<file path="src/trace_capture_pkg.sv">
package trace_capture_pkg;

   // Register byte addresses on the APB slave.
   localparam logic [7:0] CONTROL_ADDR    = 8'h00;
   localparam logic [7:0] STATE_ADDR      = 8'h04;
   localparam logic [7:0] EVENT_ADDR      = 8'h08;
   localparam logic [7:0] EVENT_MASK_ADDR = 8'h0c;
   localparam logic [7:0] SAMPLE_ADDR     = 8'h10;

   // Control register fields.
   localparam int CTL_ENABLE      = 0;
   localparam int CTL_BOTH_EDGES  = 1;
   localparam int CTL_WIDTH_LO    = 2;
   localparam int CTL_FLUSH       = 4;
   localparam int CTL_SYS_RESET   = 5;
   localparam int CTL_TAP_RESET   = 6;
   localparam int CTL_DEBUG_REQ   = 7;
   localparam int CTL_EXT_TRIGGER = 8;
   localparam int CTL_MATCH_EN    = 9;
   localparam int CTL_MATCH_LO    = 10;
   localparam logic [12:0] CONTROL_RESET = 13'h0000;

   // Packet width selection codes.
   localparam logic [1:0] WIDTH_4  = 2'h0;
   localparam logic [1:0] WIDTH_8  = 2'h1;
   localparam logic [1:0] WIDTH_16 = 2'h2;

   // State register fields.
   localparam int ST_DATA       = 0;
   localparam int ST_FULL       = 1;
   localparam int ST_CAPTURE    = 2;
   localparam int ST_TRIGGERED  = 3;
   localparam int ST_POWER      = 4;
   localparam int ST_BUS        = 5;
   localparam int ST_DEBUG_ACK  = 6;
   localparam int ST_TGT_RESET  = 7;
   localparam int ST_RET_CLOCK  = 8;
   localparam int ST_COUNT_LO   = 16;

   // Event (interrupt) bits.
   localparam int EV_DATA      = 0;
   localparam int EV_FULL      = 1;
   localparam int EV_TRIGGER   = 2;
   localparam int EV_TGT_RESET = 3;
   localparam int EV_DEBUG_ACK = 4;
   localparam int EV_BITS      = 5;
   localparam logic [4:0] EVENT_MASK_RESET = 5'h00;

   // Sample word layout.
   localparam int SMP_STATUS_LO = 16;
   localparam int SMP_SYNC      = 19;
   localparam int SMP_VALID     = 31;

   // Buffer defaults.
   localparam int BUFFER_DEPTH = 16;
   localparam int PACKET_WIDTH = 16;

   typedef enum logic [2:0] {
      CAP_IDLE      = 3'b001,
      CAP_RUN       = 3'b010,
      CAP_TRIGGERED = 3'b100
   } capture_state_t;

endpackage

</file>
<file path="src/input_sync.sv">
`timescale 1ns/10ps
`default_nettype none
module input_sync #(
   parameter int WIDTH = 1
) (
   input  wire logic             clk,
   input  wire logic             reset_n,
   input  wire logic             ce,
   input  wire logic [WIDTH-1:0] async_in,
   output logic      [WIDTH-1:0] sync_out
);

   logic [WIDTH-1:0] meta;

   // Two flops per bit; the first stage is read only by the second.
   always_ff @(posedge clk or negedge reset_n) begin
      if (!reset_n) begin
         meta     <= '0;
         sync_out <= '0;
      end else if (ce) begin
         meta     <= async_in;
         sync_out <= meta;
      end
   end

endmodule
`default_nettype wire

</file>
<file path="src/trace_port_capture_unit.sv">
// Function
// - The packet bus is captured at a width of 4, 8 or 16 bits chosen by software.
// - In single-edge mode pipeline status, branch sync and active packet bits are sampled on each rising trace clock edge.
// - In both-edge mode a sample is taken on every rising and every falling trace clock edge.
// - The data-present indicator is high while the buffer holds at least one sample.
// - The buffer-full indicator is high while the buffer has no free entry.
// - The capture-active indicator is high while the buffer is enabled to accept samples.
// - The trigger indicator is high once the trigger condition has occurred in a capture session.
// - The power indicator is on always on own supply, otherwise only while the host initialises.
// - The bus indicator turns on when host initialisation starts and stays on while the expansion bus is powered.
// - The tap reset is an active-low output left released, to its pull-up, when not asserted.
// - An optional external trigger line runs to the target's trace logic and can trigger the session.
//
// The implementer's own choices: the APB interface to the registers and the address map.
`timescale 1ns/10ps
`default_nettype none
module trace_port_capture_unit
   import trace_capture_pkg::*;
#(
   parameter int DEPTH = trace_capture_pkg::BUFFER_DEPTH
) (
   input  wire logic        SYS_CLK,
   input  wire logic        RESET_N,
   input  wire logic        CLK_EN,
   input  wire logic        PSEL,
   input  wire logic        PENABLE,
   input  wire logic        PWRITE,
   input  wire logic [7:0]  PADDR,
   input  wire logic [31:0] PWDATA,
   output logic      [31:0] PRDATA,
   output logic             PREADY,
   output logic             PSLVERR,
   output logic             IRQ,
   input  wire logic        TRACE_CLOCK,
   input  wire logic [2:0]  PIPELINE_STATUS,
   input  wire logic        BRANCH_SYNC,
   input  wire logic [15:0] TRACE_PACKET,
   input  wire logic        OWN_SUPPLY,
   input  wire logic        HOST_INITIALISING,
   input  wire logic        EXPANSION_BUS_POWERED,
   input  wire logic        SYSTEM_RESET_N_IN,
   output logic             SYSTEM_RESET_N_OUT,
   output logic             SYSTEM_RESET_N_OE,
   output logic             TAP_RESET_N_OUT,
   output logic             TAP_RESET_N_OE,
   input  wire logic        DEBUG_ACK,
   output logic             DEBUG_REQUEST,
   output logic             EXTERNAL_TRIGGER,
   input  wire logic        RETURNED_TEST_CLOCK,
   output logic             POWER_INDICATOR,
   output logic             BUS_INDICATOR,
   output logic             DATA_INDICATOR,
   output logic             FULL_INDICATOR,
   output logic             CAPTURE_INDICATOR,
   output logic             TRIGGER_INDICATOR
);

   localparam int PTR_W   = $clog2(DEPTH);
   localparam int CNT_W   = PTR_W + 1;
   localparam int SMP_W   = 20;
   localparam int PIN_W   = 27;

   // Every off-domain pin goes through one shared two-flop synchroniser.
   logic [PIN_W-1:0] pins_raw;
   logic [PIN_W-1:0] pins_sync;
   assign pins_raw = {RETURNED_TEST_CLOCK, DEBUG_ACK, SYSTEM_RESET_N_IN,
                      EXPANSION_BUS_POWERED, HOST_INITIALISING, OWN_SUPPLY,
                      TRACE_CLOCK, BRANCH_SYNC, PIPELINE_STATUS, TRACE_PACKET};

   input_sync #(.WIDTH(PIN_W)) u_sync (
      .clk      (SYS_CLK),
      .reset_n  (RESET_N),
      .ce       (CLK_EN),
      .async_in (pins_raw),
      .sync_out (pins_sync)
   );

   wire [15:0] packet_s    = pins_sync[15:0];
   wire [2:0]  pstat_s     = pins_sync[18:16];
   wire        bsync_s     = pins_sync[19];
   wire        tclk_s      = pins_sync[20];
   wire        own_s       = pins_sync[21];
   wire        init_s      = pins_sync[22];
   wire        buspwr_s    = pins_sync[23];
   wire        sreset_n_s  = pins_sync[24];
   wire        debug_ack_s    = pins_sync[25];
   wire        returned_test_clock_s      = pins_sync[26];

   // Registers and state.
   logic [12:0]          control;
   logic [EV_BITS-1:0]   event_flags;
   logic [EV_BITS-1:0]   event_mask;
   logic [SMP_W-1:0]     buffer [DEPTH];
   logic [PTR_W-1:0]     wr_ptr;
   logic [PTR_W-1:0]     rd_ptr;
   logic [CNT_W-1:0]     count;
   logic                 tclk_prev;
   logic                 init_prev;
   logic                 sreset_prev;
   logic                 debug_ack_prev;
   logic                 bus_on;
   capture_state_t       cap_state;
   capture_state_t       next_cap_state;

   // Packet lane mask from the width code; unknown codes fall back to full width.
   function automatic logic [15:0] lane_mask(input logic [1:0] code);
      logic [15:0] m;
      m = 16'hffff;
      if (code == WIDTH_4) begin
         m = 16'h000f;
      end else if (code == WIDTH_8) begin
         m = 16'h00ff;
      end
      return m;
   endfunction

   // APB decode; pready follows the clock enable so a frozen block stalls the master.
   wire        access     = PSEL && PENABLE && CLK_EN;
   wire        hit_ctl    = (PADDR == CONTROL_ADDR);
   wire        hit_state  = (PADDR == STATE_ADDR);
   wire        hit_event  = (PADDR == EVENT_ADDR);
   wire        hit_mask   = (PADDR == EVENT_MASK_ADDR);
   wire        hit_sample = (PADDR == SAMPLE_ADDR);
   wire        mapped     = hit_ctl || hit_state || hit_event || hit_mask || hit_sample;
   wire        wr_ctl     = access && PWRITE && hit_ctl;
   wire        wr_mask    = access && PWRITE && hit_mask;
   wire        rd_event   = access && !PWRITE && hit_event;
   wire        rd_sample  = access && !PWRITE && hit_sample;

   // Control fields.
   wire        enable     = control[CTL_ENABLE];
   wire        both_edges = control[CTL_BOTH_EDGES];
   wire [1:0]  width_code = control[CTL_WIDTH_LO +: 2];
   wire        match_en   = control[CTL_MATCH_EN];
   wire [2:0]  match_code = control[CTL_MATCH_LO +: 3];
   wire        flush      = wr_ctl && PWDATA[CTL_FLUSH];
   wire        starting   = wr_ctl && PWDATA[CTL_ENABLE] && !enable;

   // Edge detection on the sampled trace clock.
   wire        rise       = tclk_s && !tclk_prev;
   wire        fall       = !tclk_s && tclk_prev;
   wire        take_edge  = rise || (both_edges && fall);

   // Buffer flags.
   wire        is_empty   = (count == '0);
   wire        is_full    = (count == CNT_W'(DEPTH));
   wire        capturing  = enable && (cap_state != CAP_IDLE);
   wire        push       = capturing && take_edge && !is_full && !flush;
   wire        pop        = rd_sample && !is_empty && !flush;
   wire [15:0] packet_m   = packet_s & lane_mask(width_code);

   // Trigger: software-held level on the external trigger line or a status code match.
   wire        ext_trigger_indicator   = EXTERNAL_TRIGGER;
   wire        match_hit  = match_en && take_edge && (pstat_s == match_code);
   wire        trigger_indicator_cond  = capturing && (ext_trigger_indicator || match_hit);

   // Events raised this cycle.
   wire [EV_BITS-1:0] ev_set;
   assign ev_set[EV_DATA]      = push && is_empty;
   assign ev_set[EV_FULL]      = push && (count == CNT_W'(DEPTH - 1));
   assign ev_set[EV_TRIGGER]   = trigger_indicator_cond && (cap_state == CAP_RUN);
   assign ev_set[EV_TGT_RESET] = sreset_prev && !sreset_n_s && !control[CTL_SYS_RESET];
   assign ev_set[EV_DEBUG_ACK] = debug_ack_s && !debug_ack_prev;

   // Capture session: idle until enabled, run until triggered, flush restarts it.
   always_comb begin
      next_cap_state = cap_state;
      unique case (cap_state)
         CAP_IDLE: begin
            if (starting) begin
               next_cap_state = CAP_RUN;
            end
         end
         CAP_RUN: begin
            if (wr_ctl && !PWDATA[CTL_ENABLE]) begin
               next_cap_state = CAP_IDLE;
            end else if (trigger_indicator_cond) begin
               next_cap_state = CAP_TRIGGERED;
            end
         end
         CAP_TRIGGERED: begin
            if (starting || flush) begin
               next_cap_state = CAP_RUN;
            end else if (wr_ctl && !PWDATA[CTL_ENABLE]) begin
               next_cap_state = CAP_IDLE;
            end
         end
         default: begin
            next_cap_state = CAP_IDLE;
         end
      endcase
   end

   // Control register; the flush bit acts as a pulse and is never stored.
   always_ff @(posedge SYS_CLK or negedge RESET_N) begin
      if (!RESET_N) begin
         control <= CONTROL_RESET;
      end else if (CLK_EN && wr_ctl) begin
         control <= PWDATA[12:0] & ~(13'h0001 << CTL_FLUSH);
      end
   end

   // Mask register.
   always_ff @(posedge SYS_CLK or negedge RESET_N) begin
      if (!RESET_N) begin
         event_mask <= EVENT_MASK_RESET;
      end else if (CLK_EN && wr_mask) begin
         event_mask <= PWDATA[EV_BITS-1:0];
      end
   end

   // Sticky events cleared by a read; a new event in the read cycle survives.
   always_ff @(posedge SYS_CLK or negedge RESET_N) begin
      if (!RESET_N) begin
         event_flags <= '0;
      end else if (CLK_EN) begin
         event_flags <= (rd_event ? '0 : event_flags) | ev_set;
      end
   end

   // Buffer storage, written only on a push, at the write pointer.
   always_ff @(posedge SYS_CLK) begin
      if (CLK_EN && push) begin
         buffer[wr_ptr] <= {bsync_s, pstat_s, packet_m};
      end
   end

   // Pointers and fill count; a flush empties the buffer outright.
   always_ff @(posedge SYS_CLK or negedge RESET_N) begin
      if (!RESET_N) begin
         wr_ptr <= '0;
         rd_ptr <= '0;
         count  <= '0;
      end else if (CLK_EN) begin
         if (flush) begin
            wr_ptr <= '0;
            rd_ptr <= '0;
            count  <= '0;
         end else begin
            if (push) begin
               wr_ptr <= (wr_ptr == PTR_W'(DEPTH - 1)) ? '0 : wr_ptr + 1'b1;
            end
            if (pop) begin
               rd_ptr <= (rd_ptr == PTR_W'(DEPTH - 1)) ? '0 : rd_ptr + 1'b1;
            end
            count <= count + CNT_W'(push) - CNT_W'(pop);
         end
      end
   end

   // Edge history of synchronised pins and the capture state.
   always_ff @(posedge SYS_CLK or negedge RESET_N) begin
      if (!RESET_N) begin
         tclk_prev   <= 1'b0;
         init_prev   <= 1'b0;
         sreset_prev <= 1'b0;                                         // Synchroniser resets low.
         debug_ack_prev <= 1'b0;
         cap_state   <= CAP_IDLE;
      end else if (CLK_EN) begin
         tclk_prev   <= tclk_s;
         init_prev   <= init_s;
         sreset_prev <= sreset_n_s;
         debug_ack_prev <= debug_ack_s;
         cap_state   <= next_cap_state;
      end
   end

   // Bus indicator latches on at the start of initialisation, drops with bus power.
   always_ff @(posedge SYS_CLK or negedge RESET_N) begin
      if (!RESET_N) begin
         bus_on <= 1'b0;
      end else if (CLK_EN) begin
         if (!buspwr_s) begin
            bus_on <= 1'b0;
         end else if (init_s && !init_prev) begin
            bus_on <= 1'b1;
         end
      end
   end

   // Indicators and pin drivers, all taken from flops.
   always_ff @(posedge SYS_CLK or negedge RESET_N) begin
      if (!RESET_N) begin
         POWER_INDICATOR   <= 1'b0;
         DATA_INDICATOR    <= 1'b0;
         FULL_INDICATOR    <= 1'b0;
         CAPTURE_INDICATOR <= 1'b0;
         TRIGGER_INDICATOR <= 1'b0;
         IRQ               <= 1'b0;
      end else if (CLK_EN) begin
         POWER_INDICATOR   <= own_s || init_s;
         DATA_INDICATOR    <= !is_empty;
         FULL_INDICATOR    <= is_full;
         CAPTURE_INDICATOR <= capturing;
         TRIGGER_INDICATOR <= (cap_state == CAP_TRIGGERED);
         IRQ               <= |(event_flags & event_mask);
      end
   end

   assign BUS_INDICATOR = bus_on;

   // Open-drain style resets: pull low while asserted, otherwise let go.
   assign SYSTEM_RESET_N_OUT = 1'b0;
   assign SYSTEM_RESET_N_OE  = control[CTL_SYS_RESET];
   assign TAP_RESET_N_OUT    = 1'b0;
   assign TAP_RESET_N_OE     = control[CTL_TAP_RESET];
   assign DEBUG_REQUEST      = control[CTL_DEBUG_REQ];
   assign EXTERNAL_TRIGGER   = control[CTL_EXT_TRIGGER];

   // Read data views.
   wire [31:0] state_word;
   assign state_word = {{(16 - CNT_W){1'b0}}, count, 7'h00, returned_test_clock_s,
                        !sreset_n_s, debug_ack_s, bus_on, own_s || init_s,
                        cap_state == CAP_TRIGGERED, capturing, is_full, !is_empty};

   wire [31:0] sample_word;
   assign sample_word = is_empty ? 32'h0000_0000
                                 : {1'b1, 11'h000, buffer[rd_ptr]};

   wire [31:0] read_mux;
   assign read_mux = hit_ctl    ? {19'h00000, control} :
                     hit_state  ? state_word :
                     hit_event  ? {27'h0000000, event_flags} :
                     hit_mask   ? {27'h0000000, event_mask} :
                     hit_sample ? sample_word : 32'h0000_0000;

   // Zero-wait answer; unmapped addresses read zero and report an error.
   assign PREADY  = CLK_EN;
   assign PRDATA  = (PSEL && PENABLE && !PWRITE) ? read_mux : 32'h0000_0000;
   assign PSLVERR = PSEL && PENABLE && !mapped;

endmodule
`default_nettype wire

</file>
<file path="config.mk">
export PLATFORM = sky130hd
export DESIGN_NAME = trace_port_capture_unit
export DESIGN_NICKNAME = d
export VERILOG_FILES = /design/src/trace_capture_pkg.sv /design/src/input_sync.sv /design/src/trace_port_capture_unit.sv
export SDC_FILE = /design/constraint.sdc
export NUM_CORES = 1
export LEC_CHECK = 0
export BUFFER_PORTS_ARGS = -buffer_cell sky130_fd_sc_hd__buf_4
export CAP_MARGIN = 20
export CORE_AREA = 10 10 243 152
export DETAILED_ROUTE_END_ITERATION = 16
export DIE_AREA = 0 0 253 162
export HOLD_SLACK_MARGIN = 0.12
export PLACE_DENSITY_LB_ADDON = 0.1
export REMOVE_ABC_BUFFERS = 1
export SKIP_CTS_REPAIR_TIMING = 1
export SYNTH_ARGS = -nofsm -noshare
export SYNTH_HDL_FRONTEND = slang
export SYNTH_SLANG_ARGS = --single-unit
</file>
<file path="constraint.sdc">
create_clock -name SYS_CLK -period 3 [get_ports SYS_CLK]
set_input_delay 0.45 -clock SYS_CLK [delete_from_list [all_inputs] [get_ports SYS_CLK]]
set_output_delay 0.45 -clock SYS_CLK [all_outputs]
set_load 0.005 [all_outputs]
</file>
Word-level counts from Yosys, hierarchy flattened --
Memory sizes are Yosys's and may differ from the RTL's. Cells that the tools add are included.
Storage, ports and cells: bits in writable memories 320, memories kept 1, register bits after elaboration 103
Memory list:
- buffer | words 16, width 20, read ports 1, clocked after Yosys merged registers in 0, wr ports 1, line trace_port_capture_unit.sv:93 | logic [SMP_W-1:0] buffer [DEPTH];
Cells by class: bitwise gates (word level) 3, muxes and demuxes 27, add/sub/neg operators 4, equality and inequality tests 18, reductions and logical operators 67
Operator list (count):
- 32-bit 2-to-1 mux | 7
- 1-bit logical AND | 36
- 16-bit 2-to-1 mux | 2
- 4-bit 2-to-1 mux | 6
- 16-bit bitwise AND | 1
- 8-bit by 4-bit equality test with 1-bit output, second input constant | 2
- 3-bit 2-to-1 mux | 5
- 1-bit logical NOT | 13
- 5-bit 2-to-1 mux | 2
- 3-bit one-hot mux with 3 select lines | 1
- 4-bit by 1-bit adder with 4-bit output, second input constant | 2
- 4-bit equality test, second input constant | 2
- 8-bit by 3-bit equality test with 1-bit output, second input constant | 1
- 8-bit by 5-bit equality test with 1-bit output, second input constant | 1
- 8-bit logical NOT | 1
- 1-bit logical OR | 8
- 3-bit by 1-bit != test with 1-bit output, second input constant | 2
- 2-bit AND reduction | 3
- 5-bit by 1-bit adder with 5-bit output | 1
- 5-bit bitwise AND | 1
- 5-bit by 4-bit equality test with 1-bit output, second input constant | 1
- 5-bit equality test, second input constant | 1
- 5-bit logical NOT | 1
- 5-bit OR | 1
- other kinds (13) | 18

Logic depth before layout (Yosys ltp) --
Gate-level depths: netlist of the first run.
word-level depth 11, gate-level depth with buffers 16

By module --
A second synthesis of the first run with hierarchy kept.
Unflattened totals: cells, all modules 972, area total of the unflattened synthesis 17640.7 sq um
By module, submodules not included:
- trace_port_capture_unit | area an instance 15382.3 sq um, instances 1, seq. area each 10836.6 sq um, cells an instance 858
- input_sync | area an instance 2258.4 sq um, instances 1, seq. area each 1351.3 sq um, cells an instance 114

Worst setup path before layout of the first run --
Ideal clock, no wire load.
path type input-to-reg, from input port PADDR[5], to register count[4], data required time 2918 ps, arrival 3241 ps, path buffers 1, setup time 82 ps, path slack -323 ps, stages on the path 14, cell sequence or4_4 nor4_2 and3_1 buf_4 ha_1 inv_1 ha_1 inv_1 fa_1 nand2b_1 a21oi_1 nor3_1 o31a_1 o22ai_1
Between the ends: longest elaborated chain between the ends 8
RTL lines:
- start, declared | line trace_port_capture_unit.sv:28 | input wire logic [7:0] PADDR,
- 8-bit logical NOT | line trace_port_capture_unit.sv:119 | wire hit_ctl = (PADDR == CONTROL_ADDR);
- 1-bit logical AND | line trace_port_capture_unit.sv:125 | wire wr_ctl = access && PWRITE && hit_ctl;
- 1-bit logical AND | line trace_port_capture_unit.sv:136 | wire flush = wr_ctl && PWDATA[CTL_FLUSH];
- 1-bit logical NOT | line trace_port_capture_unit.sv:148, trace_port_capture_unit.sv:149
- 1-bit logical AND | line trace_port_capture_unit.sv:148 | wire push = capturing && take_edge && !is_full && !flush;
- 5-bit by 1-bit adder with 5-bit output | line trace_port_capture_unit.sv:246 | count <= count + CNT_W'(push) - CNT_W'(pop);
- 5-bit by 1-bit subtractor with 5-bit output | line trace_port_capture_unit.sv:246
- 5-bit 2-to-1 mux * | line trace_port_capture_unit.sv:235 | if (flush) begin
- end signal, assigned | line trace_port_capture_unit.sv:246
- end, declared | line trace_port_capture_unit.sv:96 | logic [CNT_W-1:0] count;
Mark *: on every way between the ends. The rest lies on a longest branch, timed or not. A chain may end at the register's enable or synchronous reset.

Worst setup path in the final report of the first run --
from register rd_ptr[0], to output port PRDATA[1]
Between the ends: longest elaborated chain between the ends 8
RTL lines:
- start, declared | line trace_port_capture_unit.sv:95 | logic [PTR_W-1:0] rd_ptr;
- start signal, assigned | line trace_port_capture_unit.sv:244 | rd_ptr <= (rd_ptr == PTR_W'(DEPTH - 1)) ? '0 : rd_ptr + 1'b1;
- memory 16 x 20 bit
- 32-bit 2-to-1 mux | line trace_port_capture_unit.sv:317 | assign sample_word = is_empty ? 32'h0000_0000
- 32-bit 2-to-1 mux | line trace_port_capture_unit.sv:325 | hit_sample ? sample_word : 32'h0000_0000;
- 32-bit 2-to-1 mux | line trace_port_capture_unit.sv:324 | hit_mask ? {27'h0000000, event_mask} :
- 32-bit 2-to-1 mux | line trace_port_capture_unit.sv:323 | hit_event ? {27'h0000000, event_flags} :
- 32-bit 2-to-1 mux | line trace_port_capture_unit.sv:322 | hit_state ? state_word :
- 32-bit 2-to-1 mux | line trace_port_capture_unit.sv:321 | assign read_mux = hit_ctl ? {19'h00000, control} :
- 32-bit 2-to-1 mux | line trace_port_capture_unit.sv:329 | assign PRDATA = (PSEL && PENABLE && !PWRITE) ? read_mux : 32'h0000_0000;
- end, declared | line trace_port_capture_unit.sv:30 | output logic [31:0] PRDATA,
No other way between the ends.

==> results.json, run 1 <==
{
  "status": "finished clean",
  "rsz0062_at_grt": "yes",
  "die_w_um": 253,
  "max_freq_ghz": 0.337,
  "core.rowCount": 51,
  "die_area_um2": 41000,
  "synth_edf_count": 320,
  "hp-class": "input port to flip-flop",
  "synth_seq_cells": 423,
  "nFillCells": 2344,
  "setup_viol": 0,
  "nNetsFinal": 1245,
  "relSlewSlack": 0.595,
  "ant_nets": 0,
  "cts_sinks": 423,
  "htree_levels": 2,
  "synth.most_common_cell": "edfxtp_1",
  "cts_root_buf": "clkbuf_16",
  "path_max_fanout": 10,
  "slew_viol_final": 0,
  "cts_buffer_depth": 3,
  "avgSynthCellArea_um2": 17.5,
  "synth_warnings": 0,
  "ioPinCount": 120,
  "cts_tree": "built",
  "insertion_delay_ns": 0.55,
  "dpl-instance-area_um2": 19100,
  "yosys-top-cells-count": "320 x edfxtp_1, 102 x dfrtp_1, 77 x mux2_2",
  "path_clk_slew_ns": 0.07,
  "grt_max_degree": 48,
  "synth_top_area_share": 0.555,
  "arrival_ns": 2.52,
  "grt_pass1_vias": 9554,
  "cap_violations": 0,
  "drtIter0Drc": 894,
  "gp_congestion": 0.858,
  "hpwl_mm": 26.0,
  "drc": 0,
  "first_pass_iters": 5,
  "async_flop_share": 0.243,
  "dieHeight_um": 162,
  "netlist_area_um2": 17300,
  "synthFlopType": "edfxtp_1",
  "yosys-top-cells-area": "edfxtp_1 56%, dfrtp_1 15%, mux4_2 8.6%",
  "cts_buffers": 40,
  "hold_path_depth": 2,
  "finalHoldViolations": 0,
  "wire_per_inst_um": 25.9,
  "reg2reg_depth": 16,
  "crit_path_end_kind": "primary output",
  "start_util": 0.536,
  "port_buffers": 88,
  "fin_crit_sh": 0.990,
  "ys_seq_area_frac": 0.704,
  "utilization": 0.643,
  "worst-endpoint-required_ns": 2.55,
  "fin_skew_ns": 0.0217,
  "cellLeakagePower_nw": 7.77,
  "antenna_found_initial": 0,
  "routed_wl_mm": 41.7,
  "diodes": 0,
  "yosysTopAreaCell": "edfxtp_1",
  "syn_inst": 988,
  "core_area_um2": 32300,
  "gr-total-overflow": 0,
  "finalSetupTns_ns": 0,
  "vdd_drop_max_mv": 0.360,
  "worstSetupPathType": "flip-flop to primary output",
  "track_usage": 0.200,
  "synth.distinct_cells": 65,
  "layout-drive-gt1-share": 0.358,
  "syn_to_final_growth_pct": 19.9,
  "start_kind": "flip-flop",
  "worst_pin_slew_ns": 0.607,
  "viasPerCell": 5.99,
  "grt_pass1_wl_mm": 61.3,
  "period_minus_slack_ns": 2.97,
  "power_density_nw_per_um2": 599,
  "finalInstanceArea_um2": 20800,
  "route.vias.total": 9664
}
-- layout by cell type, fill, tap and decap left out, types with 16 or more instances in the layout --
master,Yosys,final
edfxtp_1,320,320
buf_4,18,148
nand2_1,25,24
and2_1,26,25
mux4_2,66,66
clkbuf_16,0,44
nor2_1,25,22
mux2i_1,34,34
dfrtp_1,102,100
buf_12,0,24
mux2_2,77,77
inv_1,19,17
a21oi_1,30,25
o21ai_0,26,26
a22oi_1,28,16
-- layout make-up --
cell class              count  area (µm²)  share of cell area
flip-flops and latches    423       12200               0.587
multi-input cells         493        4940               0.238
repair buffers            182        1770              0.0854
clock buffers              52        1110              0.0533
well taps                 424         531              0.0256
clock inverters            20         144             0.00693
inverters                  19        71.3             0.00344
-- state kept, by name, summed over array words and instances (netlist names), 3 cells and up --
name,count
buffer,320
event_flags,5
event_mask,5
cap_state,3
rd_ptr,4
count,5
u_sync.sync_out,27
control,12
u_sync.meta,27
wr_ptr,4
-- worst max-delay path, stage by stage, from the launching register on --
cell and delay (ns):
dfrtp_4 0.45, buf_12 0.17, clkbuf_16 0.19, mux4_2 0.51, a22oi_2 0.25, a21oi_2 0.08
a31oi_1 0.14, nor2_1 0.06, buf_4 0.14
-- cell families (layout without fill, tap and decap cells) --
| family | after synthesis | count (layout) | share of synthesized area |
|---|---|---|---|
| compound gates | 144 | 144 | 0.0567 |
| xor+xnor | 6 | 6 | 0.00304 |
| fa+ha+maj | 13 | 13 | 0.00983 |
| buf+inv | 83 | 273 | 0.0236 |
| flops | 423 | 423 | 0.704 |
| mux | 178 | 178 | 0.156 |
| other cells | 1 | 12 | 0.000217 |
| simple gates | 140 | 140 | 0.0463 |
-- path summary, 6_finish.rpt --
path	start	to	slack (ns)
min reg2reg	debug_ack_prev$_DFFE_PN0P_	event_flags[4]$_DFFE_PN0P_	0.47
min	RETURNED_TEST_CLOCK	u_sync.meta[26]$_DFFE_PN0P_	0.14
min in group asynchronous	RESET_N	u_sync.sync_out[15]$_DFFE_PN0P_	0.45
max reg2reg	count[3]$_DFFE_PN0P_	count[4]$_DFFE_PN0P_	0.11
max	rd_ptr[0]$_DFFE_PN0P_	PRDATA[1]	0.03
max in group asynchronous	RESET_N	u_sync.sync_out[5]$_DFFE_PN0P_	1.83
-- metrics by stage --
stage          power, mW  worst slack (ns)  std cells  hold WS [ns]
6_report            12.4            0.0297       1613         0.139
5_1_grt             12.9           -0.0826       1613         0.123
4_1_cts             12.4            -0.263       1599       -0.0801
3_5_place_dp        7.60            -0.458       1527         0.463
3_3_place_gp        7.57            -0.390       1527         0.445
2_1_floorplan       7.17             -2.12        935         0.154
-- where the power goes --
group	switching, mW	total (mW)	internal, mW
logic	0.454	0.935	0.481
registers	0.164	6.65	6.49
clock network	2.15	4.86	2.70
-- layer usage --
layer  track usage  share of wire  vias up
met5             0              0        -
met4        0.0431          0.016        0
met3        0.0410          0.082       43
met2         0.296           0.45      383
met1         0.301           0.45     5000
li1              -              -     4238
No activity file was read; power rests on OpenSTA's default activity.
==> inputs of run 2 (changes only) <==
- CORE_AREA: 10 10 243 152 -> 10 10 238 150
- CTS_BUF_LIST: not set -> sky130_fd_sc_hd__clkbuf_2 sky130_fd_sc_hd__clkbuf_4 sky130_fd_sc_hd__clkbuf_8
- DIE_AREA: 0 0 253 162 -> 0 0 248 160
==> run 2 against run 1 <==
Effect of this change: the flow now finishes with violations (setup timing); critical path type unchanged; wire length grew 1.2%; global-route usage is essentially flat; sequential power is essentially flat; count of clock-buffer cells in the layout grew 34; maximum frequency shrank 2.8%; critical endpoint is now PRDATA[0].
==> results.json, run 2 (same netlist as run 1, synthesis figures left out) <==
{
  "hp-class": "input port to asynchronous set/reset pin",
  "wire_per_inst_um": 25.0,
  "drtIter0Drc": 966,
  "track_usage": 0.200,
  "start_util": 0.548,
  "power_mw": 12.4,
  "nNetsFinal": 1304,
  "rsz0062_at_grt": "yes",
  "r2r_slack_ns": 0.01,
  "cts_sinks": 423,
  "seqCellArea_um2": 12200,
  "max_freq_ghz": 0.327,
  "cp_num_buf_inv": 3,
  "grt_use_met1": 0.298,
  "cap_violations": 0,
  "gr-total-overflow": 0,
  "worst-endpoint-required_ns": 2.55,
  "start_kind": "flip-flop",
  "slew_viol_final": 0,
  "busiest_layer": "met1",
  "die_w_um": 248,
  "first_pass_iters": 5,
  "r2r-end": "count[4]$_DFFE_PN0P_",
  "layout_common_cells": "320 x edfxtp_1, 151 x buf_4, 99 x dfrtp_1",
  "path_max_fanout": 5,
  "htree_levels": 2,
  "ioPinCount": 120,
  "cts_buffers": 60,
  "cellLeakagePower_nw": 8.03,
  "layout-drive-gt1-share": 0.393,
  "antenna_found_initial": 0,
  "slowest_delay_ns": 0.50,
  "arrival_ns": 2.61,
  "setup_viol": 9,
  "period_minus_slack_ns": 3.06,
  "grt_pass1_vias": 9503,
  "cts_tree": "built",
  "hold_slack_ns": 0.318,
  "crit_family": "simple AND/OR/NAND/NOR gates",
  "slowest_stage": "or4_4",
  "crit_path_end_kind": "primary output",
  "reg2reg_depth": 15,
  "grt_pass1_wl_mm": 59.9,
  "dpl-instance-area_um2": 18900,
  "core.rowCount": 51,
  "worstSetupPathType": "flip-flop to primary output",
  "dieHeight_um": 160,
  "grtUsageMet2": 0.294,
  "met3_usage": 0.0447,
  "finalSetupTns_ns": -0.292,
  "route.vias.total": 9848,
  "finalHoldViolations": 0,
  "relSlewSlack": 0.520,
  "r2r_start": "count[3]$_DFFE_PN0P_",
  "multi_input_area_um2": 5100,
  "status": "finished with violations",
  "utilization": 0.674,
  "nFillCells": 2188,
  "cp.depth": 9,
  "vdd_drop_max_mv": 0.449,
  "final_common_cell": "edfxtp_1",
  "viasPerCell": 5.82,
  "path_clk_slew_ns": 0.08,
  "fin_crit_sh": 1.02,
  "cts_buffer_depth": 3,
  "crit_chain": "inv_2 -> ha_2 -> nor4b_4 -> buf_4 -> or4_4 -> a21oi_2 -> a21oi_2 -> nor2_1 -> buf_4",
  "port_buffers": 88,
  "worst_pin_slew_ns": 0.718,
  "finalInstanceArea_um2": 21300,
  "top_register": "buffer",
  "diodes": 0,
  "fin_skew_ns": 0.0303,
  "routed_wl_mm": 42.3,
  "power_density_nw_per_um2": 581,
  "top_regs": "buffer (320), u_sync.meta (27), u_sync.sync_out (27)",
  "insertion_delay_ns": 0.64,
  "setup_ws_ns": -0.0556,
  "syn_to_final_growth_pct": 23.0,
  "ant_nets": 0,
  "hpwl_mm": 25.2,
  "drc": 0,
  "grt_max_degree": 53,
  "largest_reg_flops": 320,
  "gp_congestion": 0.857,
  "core_area_um2": 31600,
  "violations": "setup timing",
  "die_area_um2": 39700,
  "cts_root_buf": "clkbuf_8"
}
[run 2: changes by cell type in the layout (fill, tap and decap cells not counted), moves of 5 or more]
| cell | previous run | this run |
|---|---|---|
| a21oi_1 | 25 | 20 |
| a21oi_2 | 4 | 9 |
| buf_12 | 24 | 15 |
| clkbuf_1 | 7 | 0 |
| clkbuf_16 | 44 | 6 |
| clkbuf_4 | 0 | 20 |
| clkbuf_8 | 4 | 66 |
| dlygate4sd3_1 | 4 | 41 |
[run 2: per-layer routing]
layer / vias up / part of all wire
li1: 4363 / -
met1: 5070 / 0.45
met2: 368 / 0.45
met3: 47 / 0.079
met4: 0 / 0.016
met5: - / 0
[run 2: cell type report]
| cell class | instances | area share |
|---|---|---|
| Tap cell | 424 | 0.0249 |
| Timing Repair Buffer | 221 | 0.0996 |
| Clock inverter | 27 | 0.00970 |
| Multi-Input combinational cell | 493 | 0.240 |
| Inverter | 19 | 0.00335 |
| Sequential cell | 423 | 0.573 |
| Clock buffer | 86 | 0.0497 |
[run 2: worst max path at each step]
stage,start,to,slack (ns)
after detailed placement,PADDR[5],count[4]$_DFFE_PN0P_,-0.46
after CTS,count[2]$_DFFE_PN0P_,PRDATA[0],-0.33
after floorplan,rd_ptr[0]$_DFFE_PN0P_,PRDATA[2],-2.12
after global routing,rd_ptr[0]$_DFFE_PN0P_,PRDATA[15],-0.13
final,count[3]$_DFFE_PN0P_,PRDATA[0],-0.06
after global placement,PADDR[5],count[4]$_DFFE_PN0P_,-0.42
[run 2: report_power, final]
| group | internal, mW | switching [mW] |
|---|---|---|
| Combinational | 0.533 | 0.463 |
| Clock | 2.54 | 2.18 |
| Sequential | 6.49 | 0.180 |
[run 2: stage by stage]
stage,std cells,setup slack (ns)
2_1_floorplan,935,-2.12
3_3_place_gp,1523,-0.424
3_5_place_dp,1523,-0.458
4_1_cts,1636,-0.327
5_1_grt,1693,-0.134
6_report,1693,-0.0556
==> inputs of run 3 (changes only) <==
- GPL_TIMING_DRIVEN: not set -> 0
==> run 3 against run 2 <==
Effect of this change: the run still ends with setup timing left; via count increased by 0.58%; critical path depth decreased by 2; maximum frequency decreased by 5.6%; non-clock buffer count decreased by 28; clock skew increased by 0.0026 ns; worst hold slack got worse by 0.014 ns; global-route usage increased by 0.21 points; combinational power decreased by 10%; critical path type unchanged.
==> results.json, run 3 (same netlist as run 1, synthesis figures left out) <==
{
  "status": "finished with violations",
  "violations": "setup timing",
  "first_pass_iters": 6,
  "final_cells": 1664,
  "insertion_delay_ns": 0.64,
  "routed_wl_mm": 42.5,
  "arrival_ns": 2.79,
  "cts_buffers": 60,
  "max_freq_ghz": 0.309,
  "reg2reg_depth": 15,
  "fin_crit_sh": 1.08,
  "diodes": 0,
  "worstSetupEndpoint": "PRDATA[17]",
  "grt_pass1_wl_mm": 60.5,
  "hpwl_mm": 25.3,
  "cp_num_buf_inv": 2,
  "die_area_um2": 39700,
  "gp_congestion": 0.824,
  "cap_violations": 0,
  "hp-class": "input port to flip-flop",
  "path_clk_slew_ns": 0.06,
  "crit_path_end_kind": "primary output",
  "startpoint": "count[3]$_DFFE_PN0P_",
  "slew_viol_final": 0,
  "place_inst": 1471,
  "relSlewSlack": 0.301,
  "grt_max_degree": 95,
  "track_usage": 0.203,
  "cts_buffer_depth": 3,
  "path_max_fanout": 10,
  "syn_to_final_growth_pct": 22.8,
  "top_regs": "buffer (320), u_sync.meta (27), u_sync.sync_out (27)",
  "rsz0062_at_grt": "yes",
  "top_register": "buffer",
  "grt_pass1_vias": 9738,
  "cellLeakagePower_nw": 7.94,
  "worstSetupPathType": "flip-flop to primary output",
  "htree_levels": 2,
  "core.rowCount": 51,
  "period_minus_slack_ns": 3.24,
  "antenna_found_initial": 0,
  "crit_chain": "inv_2 -> ha_4 -> nor4b_4 -> nor4_4 -> nand2_4 -> o31ai_1 -> buf_4",
  "die_w_um": 248,
  "slowest_stage": "o31ai_1",
  "power_mw": 12.2,
  "worst_pin_slew_ns": 1.04,
  "drc": 0,
  "drtIter0Drc": 1068,
  "cp.depth": 7,
  "nNetsFinal": 1276,
  "r2r_start": "count[3]$_DFFE_PN0P_",
  "start_util": 0.548,
  "hold_path_depth": 5,
  "nFillCells": 2103,
  "largest_reg_flops": 320,
  "dp_slack_ns": -1.47,
  "start_kind": "flip-flop",
  "crit_family": "simple AND/OR/NAND/NOR gates",
  "power_density_nw_per_um2": 575,
  "ioPinCount": 120,
  "slowest_delay_ns": 0.53,
  "port_buffers": 88,
  "dieHeight_um": 160,
  "vdd_drop_max_mv": 0.396,
  "r2r-end": "count[4]$_DFFE_PN0P_",
  "finalHoldViolations": 0,
  "wire_per_inst_um": 25.6,
  "ant_nets": 0,
  "final_common_cell": "edfxtp_1",
  "viasPerCell": 5.95,
  "cts_sinks": 423,
  "r2r_slack_ns": -0.08,
  "setup_viol": 21,
  "gr-total-overflow": 0,
  "setup_ws_ns": -0.237,
  "cts_tree": "built",
  "fin_skew_ns": 0.0329,
  "worst-endpoint-required_ns": 2.55,
  "layout-drive-gt1-share": 0.379,
  "cts_root_buf": "clkbuf_8",
  "route.vias.total": 9905,
  "layout_common_cells": "320 x edfxtp_1, 112 x buf_4, 98 x dfrtp_1",
  "core_area_um2": 31600
}
[run 3: final cells by class]
cell class | count | area [µm²] | share of cell area
repair buffers | 193 | 2160 | 0.102
multi-input cells | 493 | 5060 | 0.238
well taps | 424 | 531 | 0.0250
inverters | 19 | 71.3 | 0.00335
clock inverters | 23 | 156 | 0.00736
flip-flops and latches | 423 | 12200 | 0.574
clock buffers | 89 | 1080 | 0.0509
[run 3: per-stage QoR]
| step | utilization | hold WS, ns | instance area [µm²] | setup TNS [ns] |
|---|---|---|---|---|
| floorplan | - | 0.154 | 17000 | -47.44 |
| global placement | 0.576 | 0.446 | 18200 | -357.41 |
| detailed placement | 0.595 | 0.450 | 18800 | -177.25 |
| CTS | 0.634 | -0.208 | 20000 | -99.98 |
| global route | 0.673 | 0.303 | 21300 | -4.18 |
| finish | 0.673 | 0.304 | 21300 | -2.03 |
[run 3: how the worst min path moves through the flow]
stage                                     from                          to  slack (ns)
floorplan                              RESET_N   BUS_INDICATOR$_DFFE_PN0P_        0.15
global placement    debug_ack_prev$_DFFE_PN0P_  event_flags[4]$_DFFE_PN0P_        0.45
detailed placement  debug_ack_prev$_DFFE_PN0P_  event_flags[4]$_DFFE_PN0P_        0.45
CTS                                    RESET_N  DATA_INDICATOR$_DFFE_PN0P_       -0.21
global route                          PADDR[0]       rd_ptr[2]$_DFFE_PN0P_        0.30
finish                                PADDR[0]       rd_ptr[2]$_DFFE_PN0P_        0.30
[run 3: report_power, final]
part / internal (mW) / switching, mW
registers: 6.49 / 0.203
clock network: 2.48 / 2.16
logic: 0.491 / 0.405
total: 9.45 / 2.77
[run 3: worst min-delay path, stage by stage]
cell	delay, ns
buf_4	0.14
nor4_4	0.06
nand4_1	0.11
xor2_1	0.07
nor2_1	0.07
[run 3: metal layers]
layer | wire length (µm) | global-route usage | up-vias | share of wire
li1 | - | - | 4303 | -
met1 | 18700 | 0.298 | 5120 | 0.44
met2 | 19500 | 0.302 | 411 | 0.46
met3 | 3500 | 0.0465 | 69 | 0.082
met4 | 815 | 0.0467 | 2 | 0.019
met5 | 50 | 0 | - | 0.0012
